<file path="config.mk">
export PLATFORM = sky130hd
export DESIGN_NAME = spc_top
export DESIGN_NICKNAME = d
export VERILOG_FILES = /design/src/spc_sync2.v /design/src/spc_top.v /design/src/spc_wake_timer.v
export VERILOG_INCLUDE_DIRS = /design/src /design/src/src
export SDC_FILE = /design/constraint.sdc
export NUM_CORES = 1
export LEC_CHECK = 0
export BUFFER_PORTS_ARGS = -buffer_cell sky130_fd_sc_hd__buf_2
export CORE_MARGIN = 10
export CORE_UTILIZATION = 45
export CTS_BUF_LIST = sky130_fd_sc_hd__clkbuf_8 sky130_fd_sc_hd__clkbuf_16
export CTS_CLUSTER_SIZE = 8
export DETAILED_ROUTE_END_ITERATION = 10
export MAX_ROUTING_LAYER = met4
export PLACE_DENSITY_LB_ADDON = 0.25
export SYNTH_ARGS = -nofsm -noshare
export SYNTH_HDL_FRONTEND = slang
export SYNTH_SLANG_ARGS = --single-unit
export TNS_END_PERCENT = 30
</file>
<file path="constraint.sdc">
create_clock -name I_CORE_CLK -period 7.7 [get_ports I_CORE_CLK]
set_input_delay 0.385 -clock I_CORE_CLK [delete_from_list [all_inputs] [get_ports I_CORE_CLK]]
set_output_delay 0.385 -clock I_CORE_CLK [all_outputs]
set_load 0.02 [all_outputs]
</file>
<file path="src/spc_defines.vh">
// How it works
// - Selector 000 idle, 001 noise, 010 down, 011 save, 110/111 standby.
// - Sleep instruction only sleeps while the sleep-allow bit is one.
// - Enabled interrupt wake holds core four cycles after start-up.
// - Power-down stops every generated clock; asynchronous wake sources remain.
// - Power-save equals power-down except an enabled timer 2 keeps counting.
// - Timer 2 wakes power-save only with its enable and global enable set.
// - Power-save stops unused timer-2 clock source; sync clock feeds only timer 2.
// - Code 110 with crystal is power-down with oscillator on, six-cycle wake.
// - Code 111 with crystal is power-save with oscillator on, six-cycle wake.
// - Set gating bit stops peripheral clock and blocks its register access.
// - Cleared gating bit resumes the peripheral in its frozen state.
// - Peripheral gating matters only in active and idle modes.
// - ADC stays enabled in sleep; re-enable makes next conversion extended.
// - Comparator auto-off in deep sleeps unless it uses internal reference.
// - Fuse-enabled brown-out detector stays active in every sleep mode.
// - Enabled watchdog stays active in every sleep mode.
// - Internal reference on only while brown-out, comparator or ADC needs it.
// - Digital input buffers off when I/O and converter clocks both stop.
// - Debug enabled by fuse keeps the main clock source in every sleep.
// - Debug disabled by either fuse unprogrammed or test-port-disable bit.
// - Sleep control register at data offset 0x53, short I/O address 0x33.
// - Extended space from 0x60 reachable only by data-space accesses.
`ifndef SPC_DEFINES_VH
`define SPC_DEFINES_VH

`define SPC_SLEEP_CTRL_ADDR 8'h53
`define SPC_CLK_GATE_ADDR   8'h64
`define SPC_IO_OFFSET       8'h20
`define SPC_EXT_IO_BASE     8'h60
`define SPC_SLEEP_CTRL_RST  8'h00
`define SPC_CLK_GATE_RST    8'h00
`define SPC_SEL_MSB         3
`define SPC_SEL_LSB         1
`define SPC_ALLOW_BIT       0
`define SPC_T2_GATE_BIT     6

`define SPC_MODE_IDLE       3'h0
`define SPC_MODE_NOISE      3'h1
`define SPC_MODE_DOWN       3'h2
`define SPC_MODE_SAVE       3'h3
`define SPC_MODE_STANDBY    3'h6
`define SPC_MODE_EXT_STBY   3'h7

`define SPC_STBY_WAKE_CYC   8'h06
`define SPC_HOLD_CYC        8'h04
`define SPC_STARTUP_CYC     8'h10

`endif

</file>
<file path="src/spc_sync2.v">
`timescale 1ns/100ps
module spc_sync2 (
  // Clock and control
  input  wire i_clk,
  input  wire i_rst,
  input  wire i_ce,
  // Data
  input  wire i_async,
  output reg  o_sync
);
  reg meta;

  always @(posedge i_clk) begin
    if (i_rst) begin
      meta   <= 1'b0;
      o_sync <= 1'b0;
    end else if (i_ce) begin
      meta   <= i_async;
      o_sync <= meta;
    end
  end
endmodule // spc_sync2

</file>
<file path="src/spc_top.v">
`timescale 1ns/100ps
`include "spc_defines.vh"
module spc_top #(
  parameter [7:0] STARTUP_CYC = `SPC_STARTUP_CYC
) (
  // Clock, reset, enable
  input  wire       I_CORE_CLK,
  input  wire       I_RST,
  input  wire       I_CLK_EN,
  // Core register access
  input  wire       I_IO_SPACE,
  input  wire [7:0] I_ADDR,
  input  wire       I_WR,
  input  wire       I_RD,
  input  wire [7:0] I_WDATA,
  output reg  [7:0] O_RDATA,
  // Core sleep handshake
  input  wire       I_SLEEP_INSTR,
  input  wire       I_IRQ_ANY,
  input  wire       I_IRQ_NOISE,
  input  wire       I_GLOBAL_IE,
  output reg        O_CORE_HALT,
  output reg        O_SLEEPING,
  // Asynchronous wake pins
  input  wire       I_WAKE_PIN,
  // Timer 2
  input  wire       I_T2_ENABLED,
  input  wire       I_T2_ASYNC,
  input  wire       I_T2_OVF,
  input  wire       I_T2_CMP,
  input  wire [1:0] I_T2_IRQ_ENABLES,
  // Configuration and analog status
  input  wire       I_EXT_CRYSTAL,
  input  wire       I_BROWNOUT_FUSE,
  input  wire       I_WATCHDOG_ON,
  input  wire       I_DEBUG_FUSE,
  input  wire       I_TEST_PORT_FUSE,
  input  wire       I_TEST_PORT_DISABLE,
  input  wire       I_ADC_ENABLE,
  input  wire       I_ADC_CONV_START,
  input  wire       I_COMP_ENABLE,
  input  wire       I_COMP_USES_VREF,
  // Clock enables
  output reg        O_CPU_CLK_EN,
  output reg        O_FLASH_CLK_EN,
  output reg        O_IO_CLK_EN,
  output reg        O_ADC_CLK_EN,
  output reg        O_ASY_CLK_EN,
  output reg        O_MAIN_OSC_EN,
  output reg        O_TIMER_OSC_EN,
  output reg        O_T2_CLK_EN,
  output reg  [7:0] O_PERIPH_CLK_EN,
  output reg  [7:0] O_PERIPH_ACCESS_EN,
  // Analog and system controls
  output reg        O_ADC_EN,
  output reg        O_ADC_EXTENDED,
  output reg        O_COMP_OFF,
  output reg        O_VREF_EN,
  output reg        O_INPUT_BUF_EN,
  output reg        O_BROWNOUT_EN,
  output reg        O_WATCHDOG_EN,
  output reg        O_DEBUG_EN
);

  // ****************************************
  // Registers and access decode
  // ****************************************
  localparam ST_RUN   = 2'd0;
  localparam ST_SLEEP = 2'd1;
  localparam ST_START = 2'd2;
  localparam ST_HOLD  = 2'd3;
  localparam [7:0] CTRL_RST = `SPC_SLEEP_CTRL_RST;

  reg  [1:0] state;
  reg  [1:0] next_state;
  reg  [3:0] sleep_mode_control;
  reg  [7:0] peripheral_clock_gate;
  reg  [2:0] mode;
  reg        adc_was_off;
  reg        timer_load;
  reg  [7:0] timer_count;
  wire       wake_pin;
  wire       timer_busy;
  wire       timer_done;
  wire [7:0] data_addr;
  wire       hit_ctrl;
  wire       hit_gate;

  // Short I/O addresses are shifted into data space; six address bits
  // can never reach the extended space, so gating stays data-space only.
  assign data_addr = I_IO_SPACE ? ({2'b00, I_ADDR[5:0]} + `SPC_IO_OFFSET) : I_ADDR;
  assign hit_ctrl  = (data_addr == `SPC_SLEEP_CTRL_ADDR);
  assign hit_gate  = !I_IO_SPACE && (data_addr == `SPC_CLK_GATE_ADDR);

  function is_legal;
    input [2:0] sel;
    begin
      is_legal = (sel != 3'h4) && (sel != 3'h5);
    end
  endfunction

  // Standby codes fall back to the plain deep modes without a crystal,
  // since the oscillator would gain nothing kept running.
  function [2:0] effective_mode;
    input [2:0] sel;
    input       xtal;
    begin
      case (sel)
        `SPC_MODE_STANDBY:  effective_mode = xtal ? sel : `SPC_MODE_DOWN;
        `SPC_MODE_EXT_STBY: effective_mode = xtal ? sel : `SPC_MODE_SAVE;
        default:            effective_mode = sel;
      endcase
    end
  endfunction

  spc_sync2 u_wake_sync (
    .i_clk   (I_CORE_CLK),
    .i_rst   (I_RST),
    .i_ce    (I_CLK_EN),
    .i_async (I_WAKE_PIN),
    .o_sync  (wake_pin)
  );

  spc_wake_timer u_timer (
    .i_clk   (I_CORE_CLK),
    .i_rst   (I_RST),
    .i_ce    (I_CLK_EN),
    .i_load  (timer_load),
    .i_count (timer_count),
    .o_busy  (timer_busy),
    .o_done  (timer_done)
  );

  always @(posedge I_CORE_CLK) begin
    if (I_RST) begin
      sleep_mode_control    <= CTRL_RST[3:0];
      peripheral_clock_gate <= `SPC_CLK_GATE_RST;
      O_RDATA               <= 8'h00;
    end else if (I_CLK_EN) begin
      if (I_WR && hit_ctrl) begin
        sleep_mode_control <= I_WDATA[3:0];
      end
      if (I_WR && hit_gate) begin
        peripheral_clock_gate <= I_WDATA;
      end
      if (I_RD && hit_ctrl) begin
        O_RDATA <= {4'h0, sleep_mode_control};
      end else if (I_RD && hit_gate) begin
        O_RDATA <= peripheral_clock_gate;
      end else if (I_RD) begin
        O_RDATA <= 8'h00;
      end
    end
  end

  // ****************************************
  // Wake detection
  // ****************************************
  reg  t2_wake;
  reg  wake;

  always @* begin
    t2_wake = I_GLOBAL_IE && ((I_T2_OVF && I_T2_IRQ_ENABLES[0]) ||
              (I_T2_CMP && I_T2_IRQ_ENABLES[1])) && I_T2_ENABLED;
    case (mode)
      `SPC_MODE_IDLE:     wake = wake_pin || I_IRQ_ANY;
      `SPC_MODE_NOISE:    wake = wake_pin || I_IRQ_NOISE || (t2_wake && I_T2_ASYNC);
      `SPC_MODE_SAVE:     wake = wake_pin || t2_wake;
      `SPC_MODE_EXT_STBY: wake = wake_pin || t2_wake;
      default:            wake = wake_pin;
    endcase
  end

  // ****************************************
  // Sleep sequencer
  // ****************************************
  always @* begin
    next_state  = state;
    timer_load  = 1'b0;
    timer_count = 8'h00;
    case (state)
      ST_RUN: begin
        if (I_SLEEP_INSTR && sleep_mode_control[`SPC_ALLOW_BIT] &&
            is_legal(sleep_mode_control[`SPC_SEL_MSB:`SPC_SEL_LSB])) begin
          next_state = ST_SLEEP;
        end
      end
      ST_SLEEP: begin
        if (wake) begin
          timer_load = 1'b1;
          case (mode)
            `SPC_MODE_IDLE, `SPC_MODE_NOISE: begin
              next_state  = ST_HOLD;
              timer_count = `SPC_HOLD_CYC;
            end
            `SPC_MODE_STANDBY, `SPC_MODE_EXT_STBY: begin
              next_state  = ST_START;
              timer_count = `SPC_STBY_WAKE_CYC;
            end
            default: begin
              next_state  = ST_START;
              timer_count = STARTUP_CYC;
            end
          endcase
        end
      end
      ST_START: begin
        if (timer_done) begin
          next_state  = ST_HOLD;
          timer_load  = 1'b1;
          timer_count = `SPC_HOLD_CYC;
        end
      end
      ST_HOLD: begin
        if (timer_done) begin
          next_state = ST_RUN;
        end
      end
      default: begin
        next_state = ST_RUN;
      end
    endcase
  end

  always @(posedge I_CORE_CLK) begin
    if (I_RST) begin
      state <= ST_RUN;
      mode  <= `SPC_MODE_IDLE;
    end else if (I_CLK_EN) begin
      state <= next_state;
      if (state == ST_RUN && next_state == ST_SLEEP) begin
        mode <= effective_mode(sleep_mode_control[`SPC_SEL_MSB:`SPC_SEL_LSB],
                               I_EXT_CRYSTAL);
      end
    end
  end

  // ****************************************
  // Clock and analog control
  // ****************************************
  reg       asleep;
  reg [2:0] ctl_mode;
  reg       n_cpu;
  reg       n_io;
  reg       n_adc;
  reg       n_asy;
  reg       n_main;
  reg       n_tosc;
  reg       n_t2;
  reg       n_debug;
  reg       n_comp_off;
  reg [7:0] n_periph;

  always @* begin
    // Enables follow the next state so they switch together with O_SLEEPING;
    // on entry the mode register still holds the old mode, so decode it here.
    asleep   = (next_state == ST_SLEEP) || (next_state == ST_START);
    ctl_mode = mode;
    if (state == ST_RUN) begin
      ctl_mode = effective_mode(sleep_mode_control[`SPC_SEL_MSB:`SPC_SEL_LSB], I_EXT_CRYSTAL);
    end
    n_debug = I_DEBUG_FUSE && I_TEST_PORT_FUSE && !I_TEST_PORT_DISABLE;
    n_cpu   = !asleep;
    n_io    = 1'b1;
    n_adc   = 1'b1;
    n_asy   = I_T2_ASYNC;
    n_main  = 1'b1;
    n_tosc  = I_T2_ASYNC;
    n_t2    = 1'b1;
    if (asleep) begin
      case (ctl_mode)
        `SPC_MODE_IDLE: begin
          n_io = 1'b1;
        end
        `SPC_MODE_NOISE: begin
          n_io = 1'b0;
          n_t2 = I_T2_ASYNC;
        end
        `SPC_MODE_SAVE, `SPC_MODE_EXT_STBY: begin
          n_io   = 1'b0;
          n_adc  = 1'b0;
          n_asy  = I_T2_ENABLED && I_T2_ASYNC;
          n_tosc = I_T2_ENABLED && I_T2_ASYNC;
          n_t2   = I_T2_ENABLED;
          n_main = (ctl_mode == `SPC_MODE_EXT_STBY) ||
                   (I_T2_ENABLED && !I_T2_ASYNC);
        end
        `SPC_MODE_STANDBY: begin
          n_io   = 1'b0;
          n_adc  = 1'b0;
          n_asy  = 1'b0;
          n_tosc = 1'b0;
          n_t2   = 1'b0;
          n_main = 1'b1;
        end
        default: begin
          n_io   = 1'b0;
          n_adc  = 1'b0;
          n_asy  = 1'b0;
          n_tosc = 1'b0;
          n_t2   = 1'b0;
          n_main = 1'b0;
        end
      endcase
      if (n_debug) begin
        n_main = 1'b1;
      end
    end
    // Gating only acts while the I/O clock runs; deeper modes stop it anyway.
    n_periph   = n_io ? ~peripheral_clock_gate : 8'h00;
    n_comp_off = asleep && (ctl_mode != `SPC_MODE_IDLE) && (ctl_mode != `SPC_MODE_NOISE) &&
                 !I_COMP_USES_VREF;
  end

  always @(posedge I_CORE_CLK) begin
    if (I_RST) begin
      O_CORE_HALT        <= 1'b0;
      O_SLEEPING         <= 1'b0;
      O_CPU_CLK_EN       <= 1'b1;
      O_FLASH_CLK_EN     <= 1'b1;
      O_IO_CLK_EN        <= 1'b1;
      O_ADC_CLK_EN       <= 1'b1;
      O_ASY_CLK_EN       <= 1'b0;
      O_MAIN_OSC_EN      <= 1'b1;
      O_TIMER_OSC_EN     <= 1'b0;
      O_T2_CLK_EN        <= 1'b1;
      O_PERIPH_CLK_EN    <= 8'hFF;
      O_PERIPH_ACCESS_EN <= 8'hFF;
      O_ADC_EN           <= 1'b0;
      O_ADC_EXTENDED     <= 1'b1;
      adc_was_off        <= 1'b1;
      O_COMP_OFF         <= 1'b0;
      O_VREF_EN          <= 1'b0;
      O_INPUT_BUF_EN     <= 1'b1;
      O_BROWNOUT_EN      <= 1'b0;
      O_WATCHDOG_EN      <= 1'b0;
      O_DEBUG_EN         <= 1'b0;
    end else if (I_CLK_EN) begin
      O_CORE_HALT        <= (next_state != ST_RUN);
      O_SLEEPING         <= (next_state == ST_SLEEP) || (next_state == ST_START);
      O_CPU_CLK_EN       <= n_cpu;
      O_FLASH_CLK_EN     <= n_cpu;
      O_IO_CLK_EN        <= n_io;
      O_ADC_CLK_EN       <= n_adc;
      O_ASY_CLK_EN       <= n_asy;
      O_MAIN_OSC_EN      <= n_main;
      O_TIMER_OSC_EN     <= n_tosc;
      // In power-save an enabled timer 2 keeps its own synchronous feed; other peripherals lose it.
      O_T2_CLK_EN        <= n_t2 && !(n_io && peripheral_clock_gate[`SPC_T2_GATE_BIT]);
      O_PERIPH_CLK_EN    <= n_periph;
      O_PERIPH_ACCESS_EN <= ~peripheral_clock_gate;
      O_ADC_EN           <= I_ADC_ENABLE;
      adc_was_off        <= !I_ADC_ENABLE;
      // A fresh enable wins over a conversion start in the same cycle.
      if (I_ADC_ENABLE && adc_was_off) begin
        O_ADC_EXTENDED <= 1'b1;
      end else if (I_ADC_CONV_START) begin
        O_ADC_EXTENDED <= 1'b0;
      end
      O_COMP_OFF         <= n_comp_off;
      O_VREF_EN          <= I_BROWNOUT_FUSE || I_ADC_ENABLE ||
                            (I_COMP_ENABLE && I_COMP_USES_VREF);
      O_INPUT_BUF_EN     <= n_io || n_adc;
      O_BROWNOUT_EN      <= I_BROWNOUT_FUSE;
      O_WATCHDOG_EN      <= I_WATCHDOG_ON;
      O_DEBUG_EN         <= n_debug;
    end
  end

endmodule // spc_top

</file>
<file path="src/spc_wake_timer.v">
`timescale 1ns/100ps
module spc_wake_timer (
  // Clock and control
  input  wire       i_clk,
  input  wire       i_rst,
  input  wire       i_ce,
  // Count
  input  wire       i_load,
  input  wire [7:0] i_count,
  output wire       o_busy,
  output wire       o_done
);
  reg [7:0] remain;

  assign o_busy = (remain != 8'h00);
  assign o_done = (remain == 8'h01);

  always @(posedge i_clk) begin
    if (i_rst) begin
      remain <= 8'h00;
    end else if (i_ce) begin
      if (i_load) begin
        remain <= i_count;
      end else if (remain != 8'h00) begin
        remain <= remain - 8'h01;
      end
    end
  end
endmodule // spc_wake_timer

</file>
==> out/metrics.cfg <==
[synth]
synth_area_um2=3270
synth_edf_count=0
ys_warn_count=0
synth_area_per_cell_um2=8.63
ys_seq_area_frac=0.416
synth_ff_type=dfxtp_1
syn_inst=379
synth_seq_cells=68
synth_nets=431
ys_types=57
synthArstFlopShare=0

[clock_network]
clock_path_buffers=2
postCtsSetupRepairBufs=0
clk_pin_slew_ps=70
cts_sinks=68
clock_latency_ps=340
cts_tree=yes
cts_root_buf=clkbuf_8
numCtsBuffers=9
ctsHoldBuffers=0
cts.repair.resized=0
h-tree-depth=3

[drt]
wire_per_inst_um=16.1
met1Wirelength_um=3980
vias=3112
drt-initial-drc-count=150
via_per_inst=5.61
met3_length_um=496
highest_layer=met4
wirelength_um=8930
wl_met2_um=4300
ant_nets=0
drc=0
drtPass1Iterations=4

[cells_and_area]
area_growth_pct=20.4
fill_cells=705
drive_gt1_frac=0.252
mostFrequentLayoutCell=buf_2
instances_no_fill=555
antenna_cells=0
fin_nets=503
fin_area_um2=3940
final_cell_mix=buf_2, dfxtp_1, nor2_1

[die]
die_height_um=105
die_area_um2=11100
rows=31
ios=85
core-area_um2=7180
dieWidth_um=105
start_util=0.456

[hold_path]
hp-class=primary input to register

[sta]
setup_violations=0
rsz0062_at_grt=false
worstMarginPinSlew_ps=966
max_slew_margin=0.356
fin_tns_setup_ps=0
fmax_ghz=0.337
hold_viol=0
worst_slack_ps=4730
period_share=0.385
min_period_ps=2970
maxSlewViolCount=0
fin_skew_ps=8.69

[placement]
port_buffers=84
dp_hpwl_um=6480
pre_cts_ws_ps=4740
gp_congestion=0.873
dpl_cell_area_um2=3720
dp_cells=539

[pwr]
p_leak_nw=1.66
peakVddDrop_mv=0.107
power.density_nw_per_um2=254

[critical_path]
worstSetupEndpointType=register
worstPathRequired_ps=7930
crit_arrival_ps=3200
critPathMaxFanout=10
crit_type=register to register
worstSetupStartpointType=register

[run_status]
outcome=complete, no violations

[global_routing]
antenna_found_initial=0
grt_pass1_vias=3060
grt_max_degree=53
grt_pass1_wl_um=14900
grt.total_usage=0.164
grt.overflow.total=0

[run]
drv_cap=0

sequential cells by signal, summed over array words and instances, names as in the netlist, 2 cells and up:
register,count
O_PERIPH_ACCESS_EN,8
O_PERIPH_CLK_EN,8
O_RDATA,8
mode,3
peripheral_clock_gate,8
sleep_mode_control,4
state,2
u_timer.remain,8
layout make-up:
type	instances	area, µm²	share of cell area
Multi-Input combinational cell	272	1750	0.444
Inverter	16	60.1	0.0152
Tap cell	99	124	0.0314
Timing Repair Buffer	84	420	0.107
Clock buffer	9	124	0.0314
Sequential cell	68	1360	0.346
Clock inverter	7	98.8	0.0251
per-layer routing:
layer | global-route usage | up-vias
li1 | - | 1524
met1 | 0.198 | 1466
met2 | 0.261 | 110
met3 | 0.0396 | 12
met4 | 0.0608 | 0
met5 | - | -
metrics by stage:
step / hold WS, ps / power (W) / utilization
after global routing: 276 / 0.00106 / 0.549
final: 273 / 0.00100 / 0.549
after CTS: 260 / 0.00100 / 0.549
after global placement: 442 / 0.000666 / 0.518
after floorplan: 444 / 0.000610 / -
after detailed placement: 444 / 0.000672 / 0.518
worst max-delay path, cell delays in order, from the launching register on:
cell	delay, ps
dfxtp_1	470
inv_1	130
ha_1	290
inv_1	140
a21o_1	130
a31oi_1	40
or2_2	340
ha_1	340
a21oi_1	650
nor2_1	90
a211o_1	240
cells by family after synthesis:
group / Yosys count / share of synthesized area
buffers and inverters: 39 / 0.0489
and+or+nand+nor: 135 / 0.205
adders and majority gates: 9 / 0.0344
muxes: 24 / 0.0753
AOI/OAI and AO/OA: 104 / 0.221
DFF: 68 / 0.416
Yosys cell counts, types with 3 or more instances:
master | instances | area [µm²]
a2111oi_0 | 3 | 26.3
a21o_1 | 3 | 22.5
a21oi_1 | 23 | 115
a221oi_1 | 4 | 35.0
a31oi_1 | 7 | 43.8
a32oi_1 | 4 | 35.0
and2_1 | 3 | 18.8
buf_1 | 4 | 15.0
buf_2 | 5 | 25.0
clkbuf_1 | 12 | 45.0
dfxtp_1 | 68 | 1360
ha_1 | 9 | 113
inv_1 | 14 | 52.6
mux2_2 | 5 | 56.3
mux2i_1 | 19 | 190
nand2_1 | 39 | 146
nand2b_1 | 5 | 31.3
nand3_1 | 13 | 65.1
nor2_1 | 43 | 161
nor3_1 | 6 | 30.0
nor4_1 | 7 | 43.8
o21ai_0 | 24 | 120
o31ai_1 | 14 | 105
power breakdown:
part | leakage (nW) | switching [W] | internal, W
clock | 0.110 | 0.000144 | 0.000184
combinational | 0.991 | 0.000147 | 0.000113
sequential | 0.554 | 0.0000350 | 0.000377
total | 1.66 | 0.000326 | 0.000674
worst paths after layout:
kind | startpoint | to | slack [ps] | depth (start not counted)
max | state[0] | O_IO_CLK_EN | 4730 | 10
min | I_WATCHDOG_ON | O_WATCHDOG_EN | 270 | 3
max reg2reg | state[0] | O_IO_CLK_EN | 4730 | 10
min reg2reg | O_RDATA[7] | O_RDATA[7] | 450 | 2
Power figures use the tool's default switching activity.
